===== src/logic/pma_consts.svh =====
// Purpose: Register offsets, bit positions and mode codes of the math accelerator
// Assumes: 8-bit register port with a 5-bit byte address
// Notes:   Definitions only
`ifndef PMA_CONSTS_SVH
`define PMA_CONSTS_SVH
// Register offsets
`define PMA_A_CON   5'h00
`define PMA_A_INL   5'h01
`define PMA_A_INH   5'h02
`define PMA_A_SETL  5'h03
`define PMA_A_SETH  5'h04
`define PMA_A_K1L   5'h05
`define PMA_A_K1H   5'h06
`define PMA_A_K2L   5'h07
`define PMA_A_K2H   5'h08
`define PMA_A_K3L   5'h09
`define PMA_A_K3H   5'h0a
`define PMA_A_OUT0  5'h0b
`define PMA_A_OUT1  5'h0c
`define PMA_A_OUT2  5'h0d
`define PMA_A_OUT3  5'h0e
`define PMA_A_OUT4  5'h0f
`define PMA_A_Z1L   5'h10
`define PMA_A_Z1H   5'h11
`define PMA_A_Z1U   5'h12
`define PMA_A_Z2L   5'h13
`define PMA_A_Z2H   5'h14
`define PMA_A_Z2U   5'h15
`define PMA_A_FLAG  5'h16
// Control and flag bit positions
`define PMA_EN_BIT   7
`define PMA_BUSY_BIT 6
`define PMA_DONE_BIT 0
`define PMA_OVF_BIT  1
// Mode codes
`define PMA_M_UMAC   3'h0
`define PMA_M_SMAC   3'h2
`define PMA_M_PID    3'h5
// Last step index of a controller calculation
`define PMA_PID_LAST 2'h2
`endif


===== src/logic/pma_pkg.sv =====
// Purpose: Types shared by the math accelerator files
// Assumes: Nothing
// Notes:   Whole state of the top module is one packed struct
package pma_pkg;
  localparam int PMA_ACC_W = 35;

  typedef enum logic {ST_IDLE, ST_CALC} pma_st_t;

  typedef struct packed {
    pma_st_t               st;
    logic [1:0]            step;
    logic                  en;
    logic [2:0]            mode;
    logic [15:0]           inp;
    logic [15:0]           setp;
    logic [15:0]           k1;
    logic [15:0]           k2;
    logic [15:0]           k3;
    logic [PMA_ACC_W-1:0]  out;
    logic [PMA_ACC_W-1:0]  sum;
    logic [16:0]           err;
    logic [16:0]           z1;
    logic [16:0]           z2;
    logic                  ovf_run;
    logic                  done_f;
    logic                  ovf_f;
    logic [7:0]            rdata;
  } pma_state_t;
endpackage


===== src/logic/pma_mul.sv =====
// Purpose: Signed multiplier feeding the accumulator
// Assumes: Operands already sign or zero extended by the caller
// Notes:   Full-width product, no rounding
`timescale 1ns/100ps
module pma_mul #(
  parameter int AW = 18,
  parameter int BW = 17
) (
  input  wire logic signed [AW-1:0]    a_i,
  input  wire logic signed [BW-1:0]    b_i,
  output logic signed [AW+BW-1:0]      p_o
);
  // Combinational product
  assign p_o = a_i * b_i;
endmodule


===== src/logic/pma_top.sv =====
// Purpose: Math accelerator: three-term controller or multiply-and-add unit
// Assumes: Single clock, synchronous reset, byte-wide register port
// Notes:   One product per clock; controller takes three cycles, multiply-add one
`timescale 1ns/100ps
`include "pma_consts.svh"

// What this block does
// - Mode 101 runs the controller using three coefficients and error history
// - Four multiply-add modes: unsigned or signed, each with or without accumulation
// - Multiply-add gives (input plus set point) times coefficient one
// - Controller error is set point minus the new input
// - Errors times coefficients one, two, three are summed
// - Accumulating modes add onto the old output; others hold the latest result
// - Writing input low byte starts a run and sets busy at once
// - Busy stays set until the whole computation ends
// - On completion busy clears and the done flag sets
// - On overflow the output wraps and the overflow flag sets
// - Output and history are writable; a later run continues from them
// - Control holds enable bit 7, busy bit 6, mode bits 2-0
module pma_top (
  input  wire logic        core_clk_i,
  input  wire logic        rst_i,
  input  wire logic [4:0]  reg_addr_i,
  input  wire logic [7:0]  reg_wdata_i,
  input  wire logic        reg_wr_i,
  input  wire logic        reg_rd_i,
  output logic [7:0]       reg_rdata_o,
  output logic             busy_o,
  output logic             calc_done_flag_o,
  output logic             calc_overflow_flag_o
);
  import pma_pkg::*;

  pma_state_t              s_r;
  pma_state_t              s_nxt;
  logic signed [17:0]      mul_a;
  logic signed [16:0]      mul_b;
  logic signed [34:0]      prod;
  logic                    sgn;
  logic                    pid;
  logic                    last;
  logic                    ovf_now;
  logic [35:0]             sum36;

  // Extend a 16-bit value to 17 bits, signed or unsigned
  function automatic logic [16:0] ext17(input logic [15:0] v, input logic sg);
    ext17 = {sg & v[15], v};
  endfunction

  // Extend a 17-bit value to 18 bits, signed or unsigned
  function automatic logic [17:0] ext18(input logic [16:0] v, input logic sg);
    ext18 = {sg & v[16], v};
  endfunction

  assign pid  = (s_r.mode == `PMA_M_PID);
  assign sgn  = s_r.mode[1] | pid;
  assign last = pid ? (s_r.step == `PMA_PID_LAST) : (s_r.step == 2'h0);

  // Operand selection for the current step
  always_comb begin
    mul_a = '0;
    mul_b = '0;
    if (!pid) begin
      mul_a = ext18(ext17(s_r.inp, sgn), sgn) + ext18(ext17(s_r.setp, sgn), sgn);
      mul_b = ext17(s_r.k1, sgn);
    end else begin
      unique case (s_r.step)
        2'h0: begin
          mul_a = ext18(s_r.err, 1'b1);
          mul_b = ext17(s_r.k1, 1'b1);
        end
        2'h1: begin
          mul_a = ext18(s_r.z1, 1'b1);
          mul_b = ext17(s_r.k2, 1'b1);
        end
        default: begin
          mul_a = ext18(s_r.z2, 1'b1);
          mul_b = ext17(s_r.k3, 1'b1);
        end
      endcase
    end
  end

  pma_mul #(.AW(18), .BW(17)) u_mul (
    .a_i (mul_a),
    .b_i (mul_b),
    .p_o (prod)
  );

  // 35-bit signed add with overflow check
  assign sum36   = {s_r.sum[34], s_r.sum} + {prod[34], prod};
  assign ovf_now = sum36[35] ^ sum36[34];

  // Next-state logic: register writes, start, calculation, read data
  always_comb begin
    s_nxt       = s_r;
    s_nxt.rdata = 8'h00;
    // Register reads, unmapped addresses read zero
    if (reg_rd_i) begin
      unique case (reg_addr_i)
        `PMA_A_CON:  s_nxt.rdata = {s_r.en, s_r.st == ST_CALC, 3'h0, s_r.mode};
        `PMA_A_INL:  s_nxt.rdata = s_r.inp[7:0];
        `PMA_A_INH:  s_nxt.rdata = s_r.inp[15:8];
        `PMA_A_SETL: s_nxt.rdata = s_r.setp[7:0];
        `PMA_A_SETH: s_nxt.rdata = s_r.setp[15:8];
        `PMA_A_K1L:  s_nxt.rdata = s_r.k1[7:0];
        `PMA_A_K1H:  s_nxt.rdata = s_r.k1[15:8];
        `PMA_A_K2L:  s_nxt.rdata = s_r.k2[7:0];
        `PMA_A_K2H:  s_nxt.rdata = s_r.k2[15:8];
        `PMA_A_K3L:  s_nxt.rdata = s_r.k3[7:0];
        `PMA_A_K3H:  s_nxt.rdata = s_r.k3[15:8];
        `PMA_A_OUT0: s_nxt.rdata = s_r.out[7:0];
        `PMA_A_OUT1: s_nxt.rdata = s_r.out[15:8];
        `PMA_A_OUT2: s_nxt.rdata = s_r.out[23:16];
        `PMA_A_OUT3: s_nxt.rdata = s_r.out[31:24];
        `PMA_A_OUT4: s_nxt.rdata = {5'h00, s_r.out[34:32]};
        `PMA_A_Z1L:  s_nxt.rdata = s_r.z1[7:0];
        `PMA_A_Z1H:  s_nxt.rdata = s_r.z1[15:8];
        `PMA_A_Z1U:  s_nxt.rdata = {7'h00, s_r.z1[16]};
        `PMA_A_Z2L:  s_nxt.rdata = s_r.z2[7:0];
        `PMA_A_Z2H:  s_nxt.rdata = s_r.z2[15:8];
        `PMA_A_Z2U:  s_nxt.rdata = {7'h00, s_r.z2[16]};
        `PMA_A_FLAG: s_nxt.rdata = {6'h00, s_r.ovf_f, s_r.done_f};
        default:     s_nxt.rdata = 8'h00;
      endcase
    end
    // Register writes; busy bit is read-only
    if (reg_wr_i) begin
      unique case (reg_addr_i)
        `PMA_A_CON: begin
          s_nxt.en   = reg_wdata_i[`PMA_EN_BIT];
          s_nxt.mode = reg_wdata_i[2:0];
        end
        `PMA_A_INL:  s_nxt.inp[7:0]   = reg_wdata_i;
        `PMA_A_INH:  s_nxt.inp[15:8]  = reg_wdata_i;
        `PMA_A_SETL: s_nxt.setp[7:0]  = reg_wdata_i;
        `PMA_A_SETH: s_nxt.setp[15:8] = reg_wdata_i;
        `PMA_A_K1L:  s_nxt.k1[7:0]    = reg_wdata_i;
        `PMA_A_K1H:  s_nxt.k1[15:8]   = reg_wdata_i;
        `PMA_A_K2L:  s_nxt.k2[7:0]    = reg_wdata_i;
        `PMA_A_K2H:  s_nxt.k2[15:8]   = reg_wdata_i;
        `PMA_A_K3L:  s_nxt.k3[7:0]    = reg_wdata_i;
        `PMA_A_K3H:  s_nxt.k3[15:8]   = reg_wdata_i;
        `PMA_A_OUT0: s_nxt.out[7:0]   = reg_wdata_i;
        `PMA_A_OUT1: s_nxt.out[15:8]  = reg_wdata_i;
        `PMA_A_OUT2: s_nxt.out[23:16] = reg_wdata_i;
        `PMA_A_OUT3: s_nxt.out[31:24] = reg_wdata_i;
        `PMA_A_OUT4: s_nxt.out[34:32] = reg_wdata_i[2:0];
        `PMA_A_Z1L:  s_nxt.z1[7:0]    = reg_wdata_i;
        `PMA_A_Z1H:  s_nxt.z1[15:8]   = reg_wdata_i;
        `PMA_A_Z1U:  s_nxt.z1[16]     = reg_wdata_i[0];
        `PMA_A_Z2L:  s_nxt.z2[7:0]    = reg_wdata_i;
        `PMA_A_Z2H:  s_nxt.z2[15:8]   = reg_wdata_i;
        `PMA_A_Z2U:  s_nxt.z2[16]     = reg_wdata_i[0];
        `PMA_A_FLAG: begin
          // Write one to clear; a same-cycle set below wins
          if (reg_wdata_i[`PMA_DONE_BIT]) s_nxt.done_f = 1'b0;
          if (reg_wdata_i[`PMA_OVF_BIT])  s_nxt.ovf_f  = 1'b0;
        end
        default: ;
      endcase
    end
    if (reg_wr_i && reg_addr_i == `PMA_A_INL && s_r.en && s_r.st == ST_IDLE
        && (!s_r.mode[2] || pid)) begin
      s_nxt.st      = ST_CALC;
      s_nxt.step    = 2'h0;
      s_nxt.ovf_run = 1'b0;
      // accumulating modes start from the old output
      s_nxt.sum     = s_r.mode[0] ? s_nxt.out : '0;
      // error is set point minus input
      s_nxt.err     = ext17(s_r.setp, 1'b1) - ext17(s_nxt.inp, 1'b1);
    end
    // one product per cycle until the last step
    if (s_r.st == ST_CALC) begin
      s_nxt.sum     = sum36[34:0];
      s_nxt.ovf_run = s_r.ovf_run | ovf_now;
      s_nxt.step    = s_r.step + 2'h1;
      if (last) begin
        s_nxt.st     = ST_IDLE;
        s_nxt.step   = 2'h0;
        s_nxt.out    = sum36[34:0];
        s_nxt.done_f = 1'b1;
        if (s_r.ovf_run | ovf_now) s_nxt.ovf_f = 1'b1;
        if (pid) begin
          s_nxt.z2 = s_r.z1;
          s_nxt.z1 = s_r.err;
        end
      end
    end
  end

  // State register
  always_ff @(posedge core_clk_i) begin
    if (rst_i) begin
      s_r <= '0;
    end else begin
      s_r <= s_nxt;
    end
  end

  // Outputs
  assign reg_rdata_o          = s_r.rdata;
  assign busy_o               = (s_r.st == ST_CALC);
  assign calc_done_flag_o     = s_r.done_f;
  assign calc_overflow_flag_o = s_r.ovf_f;
endmodule


===== config.mk =====
export PLATFORM = sky130hd
export DESIGN_NAME = pma_top
export DESIGN_NICKNAME = d
export VERILOG_FILES = /design/src/logic/pma_pkg.sv /design/src/logic/pma_mul.sv /design/src/logic/pma_top.sv
export VERILOG_INCLUDE_DIRS = /design/src /design/src/logic
export SDC_FILE = /design/constraint.sdc
export NUM_CORES = 2
export LEC_CHECK = 0
export ABC_AREA = 1
export BUFFER_PORTS_ARGS = -buffer_cell sky130_fd_sc_hd__buf_2
export CORE_MARGIN = 4
export CORE_UTILIZATION = 35
export DETAILED_ROUTE_END_ITERATION = 8
export PLACE_DENSITY = 0.6
export SYNTH_ARGS = -nofsm -noshare
export SYNTH_HDL_FRONTEND = slang
export SYNTH_SLANG_ARGS = --single-unit

===== constraint.sdc =====
create_clock -name core_clk_i -period 11.05 [get_ports core_clk_i]
set_input_delay 2.21 -clock core_clk_i [delete_from_list [all_inputs] [get_ports core_clk_i]]
set_output_delay 2.21 -clock core_clk_i [all_outputs]
set_load 0.02 [all_outputs]

Word-level counts from Yosys, hierarchy flattened
Cells that the tools add are included.
Operators by class
  equality and inequality tests: 25
  reductions and logical operators: 19
  multiplexer cells: 46
  bitwise logic cells: 10
  $mul: 1
  add/subtract/negate cells: 4
Operators with widths (count)
  case mux 8 bit (23 select lines): 1
  2-to-1 mux 8 bit: 18
  2-to-1 mux 115 bit: 1
  2-to-1 mux 34 bit: 3
  2-to-1 mux 35 bit: 2
  2-to-1 mux 70 bit: 1
  2-to-1 mux 52 bit: 1
  == test 5 x 4 -> 1 bit, second input constant: 8
  2-to-1 mux 37 bit: 1
  adder 35 x 35 -> 36 bit: 1
  case mux 18 bit (2 select lines): 1
  == test 5 bit, second input constant: 7
  multiplier 18 x 17 -> 35 bit: 1
  case mux 17 bit (2 select lines): 1
  == test 5 x 3 -> 1 bit, second input constant: 4
  adder 18 bit: 1
  2-to-1 mux 18 bit: 1
  AND reduction 2 bit: 9
  2-to-1 mux 17 bit: 1
  subtractor 16 x 16 -> 17 bit: 1
  2-to-1 mux 3 bit: 4
  == test 5 x 2 -> 1 bit, second input constant: 2
  2-to-1 mux 1 bit: 7
  2-to-1 mux 2 bit: 3
  16 further kinds: 25
Storage, ports and cells
  bits of input ports: 17
  logic and storage cells: 127
  register bits: 219
  output and inout port bits: 11

Depth between registers and ports, before layout
  depth after elaboration: 13
  mapped depth: 44
  depth with buffers taken out: 44

Hierarchy
From an unflattened synthesis, not the netlist that was laid out.
Second synthesis, totals
  cells, all modules: 3984
  area, all modules: 27243.6 µm²
Modules (own cells, without submodules)
  pma_top: area an instance 14676.6 µm², times used 1, cells each 2273, sequential area each 4384.2 µm²
  pma_mul: area an instance 12567.1 µm², times used 1, cells each 1711, sequential area each 0.0 µm²

Worst setup path after synthesis
Ideal clock, no wire load.
  path type: reg-to-reg
  from: register s_r[212] in the netlist's numbering
  to: register s_r[129] in the netlist's numbering
  path buffers: 1
  stages on the path, launching flop included: 36
  data required time: 10.939 ns
  setup slack: 4.175 ns
  arrival: 6.765 ns
  library setup time: 0.111 ns
  cells stage by stage: dfxtp_1 > inv_2 > nor3_2 > buf_4 > nor2_1 > nor2_1 > ha_1 > o21ai_0 > o21bai_1 > nand2_1 > nor2_1 > inv_1 > fa_1 > inv_1 > fa_1 > ha_1 > inv_1 > fa_1 > inv_1 > fa_1 > inv_1 > fa_1 > inv_1 > ha_1 > nand2_1 > nor2_1 > inv_1 > nor2_1 > nand2_1 > or2_2 > nand2_1 > nand2_1 > nand2_1 > nand2_1 > nand3_1 > inv_1
On the way
  longest elaborated chain between the ends: 10
  elaborated cells between the ends (all ways): 15
  those cells by class: add/sub (2); mul (1); eq/ne (1); mux (5); bitwise (6)
Ends and longest elaborated chain
  start, declared: line pma_top.sv:34  | pma_state_t s_r;
  start signal, assigned: line pma_top.sv:197  | s_r <= s_nxt;
  == test 3 bit (no source line) (*)
  bitwise OR 1 bit: line pma_top.sv:56  | assign sgn = s_r.mode[1] | pid;
  bitwise AND 1 bit: line pma_top.sv:47  | ext17 = {sg & v[15], v};
  bitwise AND 1 bit: line pma_top.sv:52  | ext18 = {sg & v[16], v};
  adder 18 bit: line pma_top.sv:64  | mul_a = ext18(ext17(s_r.inp, sgn), sgn) + ext18(ext17(s_r.setp, sgn), sgn);
  2-to-1 mux 18 bit: line pma_top.sv:63  | if (!pid) begin
  multiplier 18 x 17 -> 35 bit: line pma_mul.sv:14  | assign p_o = a_i * b_i;
  adder 35 x 35 -> 36 bit: line pma_top.sv:91  | assign sum36 = {s_r.sum[34], s_r.sum} + {prod[34], prod};
  2-to-1 mux 35 bit (*): line pma_top.sv:178  | if (last) begin
  2-to-1 mux 70 bit (*): line pma_top.sv:174  | if (s_r.st == ST_CALC) begin
Every way passes the cells marked *; elsewhere a longest branch is shown, timed or not.
A chain may end at the register's enable or synchronous reset.

Worst setup path after layout
  from: register s_r[217] in the netlist's numbering
  to: register s_r[121] in the netlist's numbering
On the way
  longest elaborated chain between the ends: 7
  elaborated cells between the ends (all ways): 12
  those cells by class: add/sub (1); mul (1); eq/ne (2); mux (7); reduce/logical (1)
Ends and longest elaborated chain
  == test 2 x 1 -> 1 bit / logical NOT 2 bit (equally long branches): line pma_top.sv:67, pma_top.sv:57
  case mux 18 bit (2 select lines) / case mux 17 bit (2 select lines) (equally long branches): line pma_top.sv:67  | unique case (s_r.step)
  2-to-1 mux 18 bit / 2-to-1 mux 17 bit (equally long branches): line pma_top.sv:63
  multiplier 18 x 17 -> 35 bit: line pma_mul.sv:14
  adder 35 x 35 -> 36 bit: line pma_top.sv:91
  2-to-1 mux 35 bit (*): line pma_top.sv:178
  2-to-1 mux 70 bit (*): line pma_top.sv:174
Marks and branches as above.

==> flow_summary.toml <==
[cts]
hold_buffers = 0
cts-buffers-inserted = 25
cts-root-buf = "clkbuf_16"
insertion_delay_ps = 560
clkTransAtPathRegs_ps = 70
clock_sinks = 219
postCtsSetupBuffers = 0
cts_tree = "done"
cts_max_level = 1
clockBufferDepth = 3
cts-resized-gates = 0

[die]
core.rowCount = 100
initial_core_util = 0.353
fp.dieW_um = 282
ioPinCount = 28
die_h_um = 282
die_area_sq_um = 79400
core_sq_um = 74300

[finish]
diodes = 0
area_growth_pct = 6.82
seqCellArea_sq_um = 4380
layout-drive-gt1-share = 0.0441
mostFrequentLayoutCells = "806 x inv_1, 681 x nand2_1, 355 x fa_1, 286 x nor2_1"
fin_area_sq_um = 28000
final_util = 0.377
nets = 4047
multi_input_area_sq_um = 18100
fill_cells = 7971
layout_commonest_cell = "inv_1"

[synthesis]
synth_simple_gate_area_frac = 0.178
synth-adder-area-share = 0.343
synth_cells = 3576
syn-num-nets = 4098
synth_edf_count = 0
synth_compound_area_frac = 0.153
ys_seq_elements = 219
synth_area_sq_um = 26200
ys_seq_area_frac = 0.167
synth_xor_area_frac = 0.0167
async_reset_ff_frac = 0
muxShareOfSynthArea = 0
synth_ff_type = "dfxtp_1"
synthDistinctLibCells = 60
yosys_warnings = 0
synth_top_family_by_area = "adder cells"
syn_area_per_cell_sq_um = 7.33

[worst_setup_path]
reg2reg_slack_ps = 1680
path_max_fanout = 19
worst_ep_arrival_time_ps = 9860
start_kind = "flop"
rr_startpoint = "s_r[217]"
worstSetupPathType = "flop to flop"
cp.required_ps = 11540
cp-end-kind = "flop"
startpoint = "s_r[217]"

[power]
switching_share = 0.262
power_frac_seq = 0.427
p_leak_nw = 13.5
combPwrFrac = 0.081
vdd_drop_max_mv = 0.0824
p_clk_frac = 0.492
internal_power_mw = 1.38
power.density_nw_per_um2 = 66.9
switching_power_mw = 0.491

[global_routing]
grt_pass1_wl_um = 138000
grt_max_degree = 87
grt_pass1_vias = 22600
grt_use_total = 0.228
gr-total-overflow = 0
antenna_found_initial = 0

[route]
viasPerCell = 5.19
routed_wl_um = 90000
ant_nets = 0
first_iter_violations = 2286
vias = 23400
routedWlPerCell_um = 20.0
drc_errors = 0
dr.pass1.iters = 7

[placed_design]
dp_hpwl_um = 73200
io_buffers = 27
gp_congestion = 1.01
dpl-instance-area_sq_um = 27100

[hold_path]
hold_path_startpoint = "s_r[217]"
hold_path.class = "flop to flop"

[timing]
setup_violations = 0
fmax_mhz = 107
slew_violations = 0
hold_viol_final = 0
rsz0062_at_grt = "no"
fin_tns_setup_ps = 0
relSlewSlack = 0.347
fin_skew_ps = 17.1
worst_pin_slew_ps = 978
worst_hold_slack_ps = 484
min_period_over_period = 0.848
period_minus_slack_ps = 9370

[job]
cap_violations = 0

[status]
status = "complete, no violations"
==> power by group through the flow <==
| stage | registers [mW] | clock network (mW) | logic, mW |
|---|---|---|---|
| 6_report | 0.800 | 0.923 | 0.151 |
| 5_1_grt | 0.800 | 0.955 | 0.163 |
| 4_1_cts | 0.800 | 0.928 | 0.148 |
| 3_5_place_dp | 0.818 | 0 | 0.147 |
| 3_3_place_gp | 0.818 | 0 | 0.147 |
| 2_1_floorplan | 0.815 | 0 | 0.0888 |
==> state kept, by name, summed over array words and instances (netlist names) <==
signal / count
reg_rdata_o: 8
busy_o: 1
s_r: 208
calc_overflow_flag_o: 1
calc_done_flag_o: 1
==> logic make-up after synthesis <==
logic type	after synthesis
adders and majority gates	505
xor gates and xnor gates	50
AOI/OAI and AO/OA	698
and+or+nand+nor	1141
DFF	219
buffers and inverters	963
==> Yosys cell counts (3+ instances only) <==
master | n | area, sq um
buf_1 | 5 | 18.8
o21ai_1 | 9 | 45.0
dfxtp_1 | 219 | 4380
o21a_1 | 15 | 113
xnor2_1 | 23 | 201
o21ai_2 | 4 | 35.0
nand2_2 | 3 | 18.8
o211ai_1 | 28 | 210
a211oi_1 | 7 | 52.6
nand2_1 | 681 | 2560
buf_6 | 4 | 45.0
o221ai_1 | 4 | 35.0
clkinv_1 | 11 | 41.3
nand3_1 | 97 | 485
ha_1 | 150 | 1880
or2_0 | 3 | 18.8
nand3b_1 | 9 | 67.6
nand2_4 | 3 | 33.8
nor2_1 | 287 | 1080
nor2_4 | 4 | 45.0
or2_2 | 7 | 43.8
buf_4 | 16 | 120
o21ai_0 | 247 | 1240
nand4_1 | 9 | 56.3
buf_2 | 37 | 185
o22ai_1 | 44 | 275
a21oi_1 | 247 | 1240
clkbuf_1 | 62 | 233
xor2_1 | 27 | 236
nor3_1 | 20 | 100
a22o_1 | 5 | 43.8
a21oi_2 | 6 | 52.6
a221oi_1 | 18 | 158
inv_2 | 20 | 75.1
a21o_1 | 9 | 67.6
o2111ai_1 | 4 | 35.0
fa_1 | 355 | 7110
o31ai_1 | 4 | 30.0
a31oi_1 | 19 | 119
o21bai_1 | 13 | 97.6
inv_1 | 807 | 3030
nor4_1 | 3 | 18.8
o211ai_2 | 3 | 37.5
nor2_2 | 6 | 37.5
==> cell type report <==
class,instances,share of cell area
multi-input combinational,2394,0.646
sequential,219,0.156
inverter,839,0.112
tap,969,0.0433
clock buffer,34,0.0260
timing repair buffer,46,0.0100
clock inverter,9,0.00572
==> worst max-delay path, cell delays in order, from the launching register on <==
cell	delay, ps
dfxtp_1	320
inv_1	80
ha_1	790
inv_1	610
o2111ai_1	580
nand2_1	510
nor2_1	680
inv_1	640
fa_1	700
inv_1	50
fa_1	450
ha_1	290
inv_1	50
fa_1	490
inv_1	50
fa_1	520
inv_1	50
fa_1	470
inv_1	40
ha_1	350
nand2_1	90
nand2_1	70
o21bai_1	220
a21oi_1	390
nand3_1	210
xor2_1	320
nand3_1	110
a21oi_1	130
==> worst paths after layout <==
check / end / depth (start not counted)
setup / recovery: s_r[121] / 27
hold / removal: s_r[217] / 2
setup reg to reg: s_r[121] / 27
hold reg to reg: s_r[217] / 2
==> stage by stage <==
stage	setup WS [ps]	std cells	power (mW)
6_report	1680	4510	1.87
4_1_cts	1860	4510	1.88
5_1_grt	1180	4510	1.92
2_1_floorplan	4170	3576	0.904
3_5_place_dp	1890	4467	0.965
3_3_place_gp	2060	4467	0.965
==> routing by layer <==
layer	global-route usage	vias to the layer above	wire length (um)
li1	-	10900	-
met5	0	-	0
met1	0.322	11500	40100
met3	0.0306	121	6140
met2	0.369	847	40900
met4	0.0599	0	2870
Power figures use the tool's default switching activity.
